$ cat src/logic/pts_pkg.sv
// package for the power table shaping block
package pts_pkg;

  localparam int unsigned TBL_DEPTH      = 8;
  localparam int unsigned IDX_W          = 3;
  localparam int unsigned SET_W          = 8;
  localparam logic [7:0]  PA_RESET_VALUE = 8'hc6;
  localparam logic [2:0]  IDX_ZERO       = 3'h0;
  localparam logic [2:0]  IDX_ONE        = 3'h1;
  // shaping counter steps per symbol
  localparam int unsigned STEPS_PER_SYM  = 8;
  localparam logic [2:0]  STEP_LAST      = 3'h7;

  typedef enum logic [1:0] {
    PTS_MOD_CONST,
    PTS_MOD_OOK,
    PTS_MOD_ASK
  } pts_mod_e;

  typedef enum {
    PTS_ST_IDLE,
    PTS_ST_RAMP_UP,
    PTS_ST_STEADY,
    PTS_ST_RAMP_DOWN
  } pts_state_e;

  // table write from the configuration port
  typedef struct packed {
    logic             wr;
    logic [2:0]       addr;
    logic [7:0]       data;
  } pts_wr_s;

  // transmit control from the modulator
  typedef struct packed {
    logic             tx_on;
    logic             sym_tick;
    logic             sym_bit;
    pts_mod_e         mode;
    logic [2:0]       index_limit;
  } pts_tx_s;

  typedef struct packed {
    logic [TBL_DEPTH-1:0][SET_W-1:0] entry;
  } pts_tbl_s;

endpackage

$ cat src/logic/pts_shaper.sv
// transmit power selection: ramping, on-off keying and amplitude shaping
// Notes on behaviour
// - table holds eight amplifier settings
// - three-bit index limit picks steady entry in constant mode
// - ramps walk entries zero up to limit
// - limit zero disables ramping, uses entry zero
// - on-off keying: entry zero/one per symbol
// - sleep keeps only entry zero
// - shaping counter up on one, down zero
// - counter steps eight times per symbol
// - counter saturates at limit and zero
// - table resets to default setting
`timescale 1ns/1ps
module pts_shaper (
  // clock and reset
  input  wire logic              i_mclk,
  input  wire logic              i_resetn,
  input  wire logic              i_ce,
  // configuration port writes and power state
  input  wire pts_pkg::pts_wr_s  i_wr,
  input  wire logic              i_sleep_enter,
  // modulator side
  input  wire pts_pkg::pts_tx_s  i_tx,
  // amplifier side
  output logic [7:0]             o_pa_setting,
  output logic [2:0]             o_pa_index,
  output logic                   o_pa_active,
  output logic                   o_tx_done
);

  // =====================================================
  // state
  typedef struct packed {
    pts_pkg::pts_state_e fsm;
    logic [2:0]          cnt;
    logic [2:0]          sub;
    logic [7:0]          setting;
    logic [2:0]          index;
    logic                active;
    logic                done;
  } pts_state_s;

  pts_state_s        st_r;
  pts_state_s        st_nxt;
  pts_pkg::pts_tbl_s tbl;

  // =====================================================
  // table
  pts_table u_table (
    .i_mclk        (i_mclk),
    .i_resetn      (i_resetn),
    .i_ce          (i_ce),
    .i_wr          (i_wr),
    .i_sleep_enter (i_sleep_enter),
    .o_tbl         (tbl)
  );

  function automatic logic [7:0] pick(input pts_pkg::pts_tbl_s t, input logic [2:0] idx);
    pick = t.entry[idx];
  endfunction

  // =====================================================
  // next state
  logic [2:0] lim;
  logic [2:0] sel;

  always_comb begin
    st_nxt = st_r;
    lim    = i_tx.index_limit;
    sel    = st_r.cnt;
    st_nxt.done = 1'b0;
    case (st_r.fsm)
      pts_pkg::PTS_ST_IDLE: begin
        st_nxt.cnt = pts_pkg::IDX_ZERO;
        st_nxt.sub = 3'h0;
        if (i_tx.tx_on) begin
          if (i_tx.mode == pts_pkg::PTS_MOD_CONST && lim != pts_pkg::IDX_ZERO) begin
            st_nxt.fsm = pts_pkg::PTS_ST_RAMP_UP;
          end else begin
            st_nxt.fsm = pts_pkg::PTS_ST_STEADY;
          end
        end
      end
      pts_pkg::PTS_ST_RAMP_UP: begin
        if (!i_tx.tx_on) begin
          st_nxt.fsm = pts_pkg::PTS_ST_RAMP_DOWN;
        end else if (st_r.cnt >= lim) begin
          st_nxt.fsm = pts_pkg::PTS_ST_STEADY;
        end else if (i_tx.sym_tick) begin
          st_nxt.cnt = st_r.cnt + 3'h1;
        end
      end
      pts_pkg::PTS_ST_STEADY: begin
        case (i_tx.mode)
          pts_pkg::PTS_MOD_OOK: begin
            sel = i_tx.sym_bit ? pts_pkg::IDX_ONE : pts_pkg::IDX_ZERO;
          end
          pts_pkg::PTS_MOD_ASK: begin
            // no sub-symbol rate input exists, so eight steps are spread over each symbol tick
            if (i_tx.sym_tick || st_r.sub != 3'h0) begin
              st_nxt.sub = (st_r.sub == pts_pkg::STEP_LAST) ? 3'h0 : st_r.sub + 3'h1;
              if (i_tx.sym_bit && st_r.cnt < lim) begin
                st_nxt.cnt = st_r.cnt + 3'h1;
              end else if (!i_tx.sym_bit && st_r.cnt != pts_pkg::IDX_ZERO) begin
                st_nxt.cnt = st_r.cnt - 3'h1;
              end
            end
            sel = st_r.cnt;
          end
          default: begin
            sel = lim;
            st_nxt.cnt = lim;
          end
        endcase
        if (!i_tx.tx_on) begin
          st_nxt.fsm = (i_tx.mode == pts_pkg::PTS_MOD_CONST && lim != pts_pkg::IDX_ZERO)
                       ? pts_pkg::PTS_ST_RAMP_DOWN : pts_pkg::PTS_ST_IDLE;
          st_nxt.done = (st_nxt.fsm == pts_pkg::PTS_ST_IDLE);
          st_nxt.cnt  = (i_tx.mode == pts_pkg::PTS_MOD_CONST) ? lim : pts_pkg::IDX_ZERO;
        end
      end
      pts_pkg::PTS_ST_RAMP_DOWN: begin
        if (st_r.cnt == pts_pkg::IDX_ZERO) begin
          st_nxt.fsm  = pts_pkg::PTS_ST_IDLE;
          st_nxt.done = 1'b1;
        end else if (i_tx.sym_tick) begin
          st_nxt.cnt = st_r.cnt - 3'h1;
        end
      end
      default: begin
        st_nxt.fsm = pts_pkg::PTS_ST_IDLE;
      end
    endcase
    st_nxt.active  = (st_r.fsm != pts_pkg::PTS_ST_IDLE);
    st_nxt.index   = sel;
    st_nxt.setting = pick(tbl, sel);
  end

  always_ff @(posedge i_mclk or negedge i_resetn) begin
    if (!i_resetn) begin
      st_r <= '{fsm: pts_pkg::PTS_ST_IDLE, cnt: 3'h0, sub: 3'h0, setting: pts_pkg::PA_RESET_VALUE,
                index: 3'h0, active: 1'b0, done: 1'b0};
    end else if (i_ce) begin
      st_r <= st_nxt;
    end
  end

  // =====================================================
  // outputs
  assign o_pa_setting = st_r.setting;
  assign o_pa_index   = st_r.index;
  assign o_pa_active  = st_r.active;
  assign o_tx_done    = st_r.done;

endmodule

$ cat src/logic/pts_table.sv
// power level table storage, entry zero survives sleep
`timescale 1ns/1ps
module pts_table (
  // clock and reset
  input  wire logic              i_mclk,
  input  wire logic              i_resetn,
  input  wire logic              i_ce,
  // write and sleep
  input  wire pts_pkg::pts_wr_s  i_wr,
  input  wire logic              i_sleep_enter,
  // contents
  output pts_pkg::pts_tbl_s      o_tbl
);

  typedef struct packed {
    pts_pkg::pts_tbl_s tbl;
  } pts_tstate_s;

  pts_tstate_s st_r;
  pts_tstate_s st_nxt;

  always_comb begin
    st_nxt = st_r;
    for (int i = 0; i < pts_pkg::TBL_DEPTH; i++) begin
      // sleep drops every entry but zero; a write to any other entry in the same cycle is also dropped
      if (i_sleep_enter && i != 0) begin
        st_nxt.tbl.entry[i] = pts_pkg::PA_RESET_VALUE;
      end else if (i_wr.wr && i_wr.addr == i[2:0]) begin
        st_nxt.tbl.entry[i] = i_wr.data;
      end
    end
  end

  always_ff @(posedge i_mclk or negedge i_resetn) begin
    if (!i_resetn) begin
      st_r <= {pts_pkg::TBL_DEPTH{pts_pkg::PA_RESET_VALUE}};
    end else if (i_ce) begin
      st_r <= st_nxt;
    end
  end

  assign o_tbl = st_r.tbl;

endmodule

$ cat config.mk
export PLATFORM = sky130hd
export DESIGN_NAME = pts_shaper
export DESIGN_NICKNAME = d
export VERILOG_FILES = /design/src/logic/pts_pkg.sv /design/src/logic/pts_shaper.sv /design/src/logic/pts_table.sv
export SDC_FILE = /design/constraint.sdc
export NUM_CORES = 1
export LEC_CHECK = 0
export BUFFER_PORTS_ARGS = -buffer_cell sky130_fd_sc_hd__buf_2
export CAP_MARGIN = 40
export CORE_ASPECT_RATIO = 1.25
export CORE_UTILIZATION = 43
export CTS_BUF_LIST = sky130_fd_sc_hd__clkbuf_16
export DETAILED_ROUTE_END_ITERATION = 10
export GPL_ROUTABILITY_DRIVEN = 0
export PLACE_DENSITY = 0.59
export SLEW_MARGIN = 30
export SYNTH_ARGS = -nofsm -noshare
export SYNTH_HDL_FRONTEND = slang
export SYNTH_SLANG_ARGS = --single-unit
$ cat constraint.sdc
create_clock -name i_mclk -period 2.2 [get_ports i_mclk]
set_input_delay 0.44 -clock i_mclk [delete_from_list [all_inputs] [get_ports i_mclk]]
set_output_delay 0.44 -clock i_mclk [all_outputs]
set_load 0.01 [all_outputs]
==> impl_metrics.tcl <==
set metrics [dict create \
    die_y_um 118 \
    synth_top_family_by_area "compound AO/OA/AOI/OAI gates" \
    arrival_ns 2.37 \
    layout.nets 513 \
    r2r_slack_ns 0.05 \
    grt_overflow 0 \
    synth-seq-cells 85 \
    synthArstFlopShare_pct 100 \
    clockBufferDepth 2 \
    rsz0062_at_grt "yes" \
    path_cells "ha_4, a32o_2, a221oi_4, buf_12, mux2i_1, o22ai_1, a211o_1" \
    pwr-share-seq_pct 36.8 \
    slowest_delay_ns 0.43 \
    grt_use_total_pct 21.8 \
    p_per_area_mw_per_mm2 1040 \
    vias 3514 \
    avgSynthCellArea_um2 11.0 \
    tightest_slew_ns 0.640 \
    status "completed" \
    vias_per_cell 5.76 \
    core_area_mm2 0.0106 \
    wl_um 11200 \
    p_sw_share_pct 32.0 \
    switching_power_uw 1800 \
    setup-violations-final 0 \
    cts_made_buffers 9 \
    p_comb_share_pct 34.8 \
    dpl.cell_count 591 \
    drc 0 \
    synthSimpleGateAreaFrac_pct 10.3 \
    min_period_ns 2.15 \
    cts-root-buf "clkbuf_16" \
    leakage_uw 0.00249 \
    timing.final.crit_share_pct 97.7 \
    ir_drop_mv 0.588 \
    cap_violations 0 \
    hpwl_um 8360 \
    cts_tree "yes" \
    yosys_warnings 0 \
    clock-sinks 85 \
    fp.dieW_um 95.1 \
    setup_ws_ns 0.0508 \
    synth_mux_area_share_pct 13.3 \
    holdWs_ns 0.0422 \
    critPathRequiredTime_ns 2.42 \
    start_util_pct 44.1 \
    synth-edff-count 0 \
    row_count 42 \
    dp_slack_ns -0.224 \
    drv_slew 0 \
    synth-compound-area-share_pct 19.3 \
    path_max_fanout 10 \
    critPathKind "reg -> reg" \
    crit_buf_inv 1 \
    critPathCaptureType "flip-flop" \
    clock.fmax_mhz 465 \
    pwr-share-clk_pct 28.4 \
    crit_family "compound AO/OA/AOI/OAI gates" \
    io_pins 37 \
    r2r_start "st_r[20]$_DFFE_PN0P_" \
    cts_hold_buf 0 \
    cp.depth 7 \
    wl_per_cell_um 18.4 \
    slowest_stage "dfrtp_2" \
    die_area_mm2 0.0113 \
    num_antenna_cells 0 \
    holdCritPathClass "in -> async" \
    drive_gt1_share_pct 34.3 \
    internal-power_uw 3810 \
    fin_cells 610 \
    synth-adder-area-share_pct 4.29 \
    synthesis.instances 424 \
    synth_area_mm2 0.00466 \
    synth_xor_xnor_area_share_pct 0 \
    fin_skew_ns 0.00537 \
    finish.instance_area_mm2 0.00541 \
    grt_pass1_vias 3661 \
    ys.flop_type "dfrtp_1" \
    slew_headroom_pct 57.2 \
    final_antenna_net_count 0 \
    grt_pass1_wl_um 18500 \
    post_dp_cell_area_mm2 0.00504 \
    r2r_end "o_pa_setting[4]$_DFFE_PN0P_" \
    yosysUniqueCellTypes 52 \
    drtIter0Drc 120 \
    area_growth_pct 16.1 \
    syn_nets 464 \
    clk_latency_ns 0.34 \
    finalHoldViolations 0 \
    yosysSeqAreaShare_pct 46.6 \
    path_clk_slew_ns 0.06 \
    startpoint_type "flip-flop" \
    htreeDepth 3 \
    io_buffers 36 \
    dr.pass1.iters 4 \
    antenna_found_initial 0 \
    grt_max_degree 37 \
    reg2reg_depth 7 \
]
==> cell type report <==
cell class	instances	area (µm²)
timing repair buffer	64	434
multi-input combinational	295	2260
inverter	18	67.6
sequential	85	2170
fill	970	5150
clock buffer	9	225
clock inverter	7	90.1
tap	132	165
==> per-layer routing <==
metal | wire length (µm) | global-route usage [%]
met1 | 4640 | 26.4
met2 | 6020 | 38.3
met3 | 333 | 3.73
met4 | 197 | 7.39
met5 | 0 | 0
==> cell usage in the layout (no fill, tap or decap), types with 5 or more instances in the layout <==
cell,count
dfrtp_1,48
nor2_1,46
dfstp_2,36
buf_2,35
mux2i_1,34
a21oi_1,28
mux2_2,25
a22o_1,25
buf_4,25
o22ai_1,19
inv_1,16
ha_1,13
o21ai_0,12
clkbuf_16,9
nor2b_1,8
a211o_1,8
nand2b_1,7
o22a_1,7
nand2_1,6
nand3_1,5
==> repair_timing <==
action / in CTS / in global routing
buffers inserted: 2 / 1
pin swaps: 1 / 3
setup endpoints to repair: 8 / 8
gates resized for setup: 3 / 7
gates cloned: 1 / 0
==> flip-flops by register name, summed over array words and instances (netlist names) <==
register,cells
u_table.o_tbl,64
o_pa_active,1
o_pa_index,3
st_r,8
o_tx_done,1
o_pa_setting,8
==> how the worst max path moves through the flow <==
stage                                        to  slack (ns)            startpoint
finish              o_pa_setting[4]$_DFFE_PN0P_        0.05  st_r[20]$_DFFE_PN0P_
global route        o_pa_setting[0]$_DFFE_PN0P_      -0.005  st_r[20]$_DFFE_PN0P_
CTS                 o_pa_setting[4]$_DFFE_PN0P_       0.007  st_r[20]$_DFFE_PN0P_
detailed placement  o_pa_setting[4]$_DFFE_PN0P_       -0.22               i_tx[4]
global placement    o_pa_setting[1]$_DFFE_PN1P_       -0.19               i_tx[4]
floorplan           o_pa_setting[0]$_DFFE_PN0P_        0.01               i_tx[4]
==> metrics by stage <==
| step | util (%) | setup TNS (ns) | total power [µW] |
|---|---|---|---|
| global route | 51.2 | -0.00700 | 5950 |
| finish | 51.2 | 0 | 5610 |
| detailed placement | 47.7 | -1.59 | 3960 |
| CTS | 51.3 | 0 | 5670 |
| floorplan | - | 0 | 3490 |
| global placement | 47.7 | -1.31 | 3920 |
==> power groups by stage <==
stage | Sequential [µW] | Clock (µW) | Combinational [µW]
after global routing | 2100 | 1710 | 2140
after detailed placement | 2080 | 0 | 1880
after floorplan | 2020 | 0 | 1470
final | 2060 | 1590 | 1950
after global placement | 2080 | 0 | 1840
after CTS | 2070 | 1640 | 1970
==> cell families after synthesis <==
kind of cell               Yosys count
AOI/OAI and AO/OA                  125
DFF                                 85
buffers and inverters               44
and+or+nand+nor                     95
adders and majority gates           16
muxes                               59
==> synthesized netlist by cell type, drive strengths merged (3+ instances only) <==
library cell	n	area share, %
dfrtp	49	26
nor2	49	4.1
dfstp	36	20
mux2i	34	7.3
a21oi	28	3.0
a22o	26	4.9
mux2	25	6.0
buf	19	4.1
o22ai	19	2.5
inv	18	1.4
ha	16	4.3
o21ai	14	1.5
a211o	8	1.5
nand2	8	0.64
nor2b	8	1.1
clkbuf	7	0.59
nand2b	7	0.94
o22a	7	1.3
nand3	6	0.75
a32o	4	0.86
nor3	4	0.54
a2bb2oi	3	0.56
a31oi	3	0.40
nand3b	3	0.75
nand4	3	0.40
Note: power is estimated with default switching activity, not from simulation.
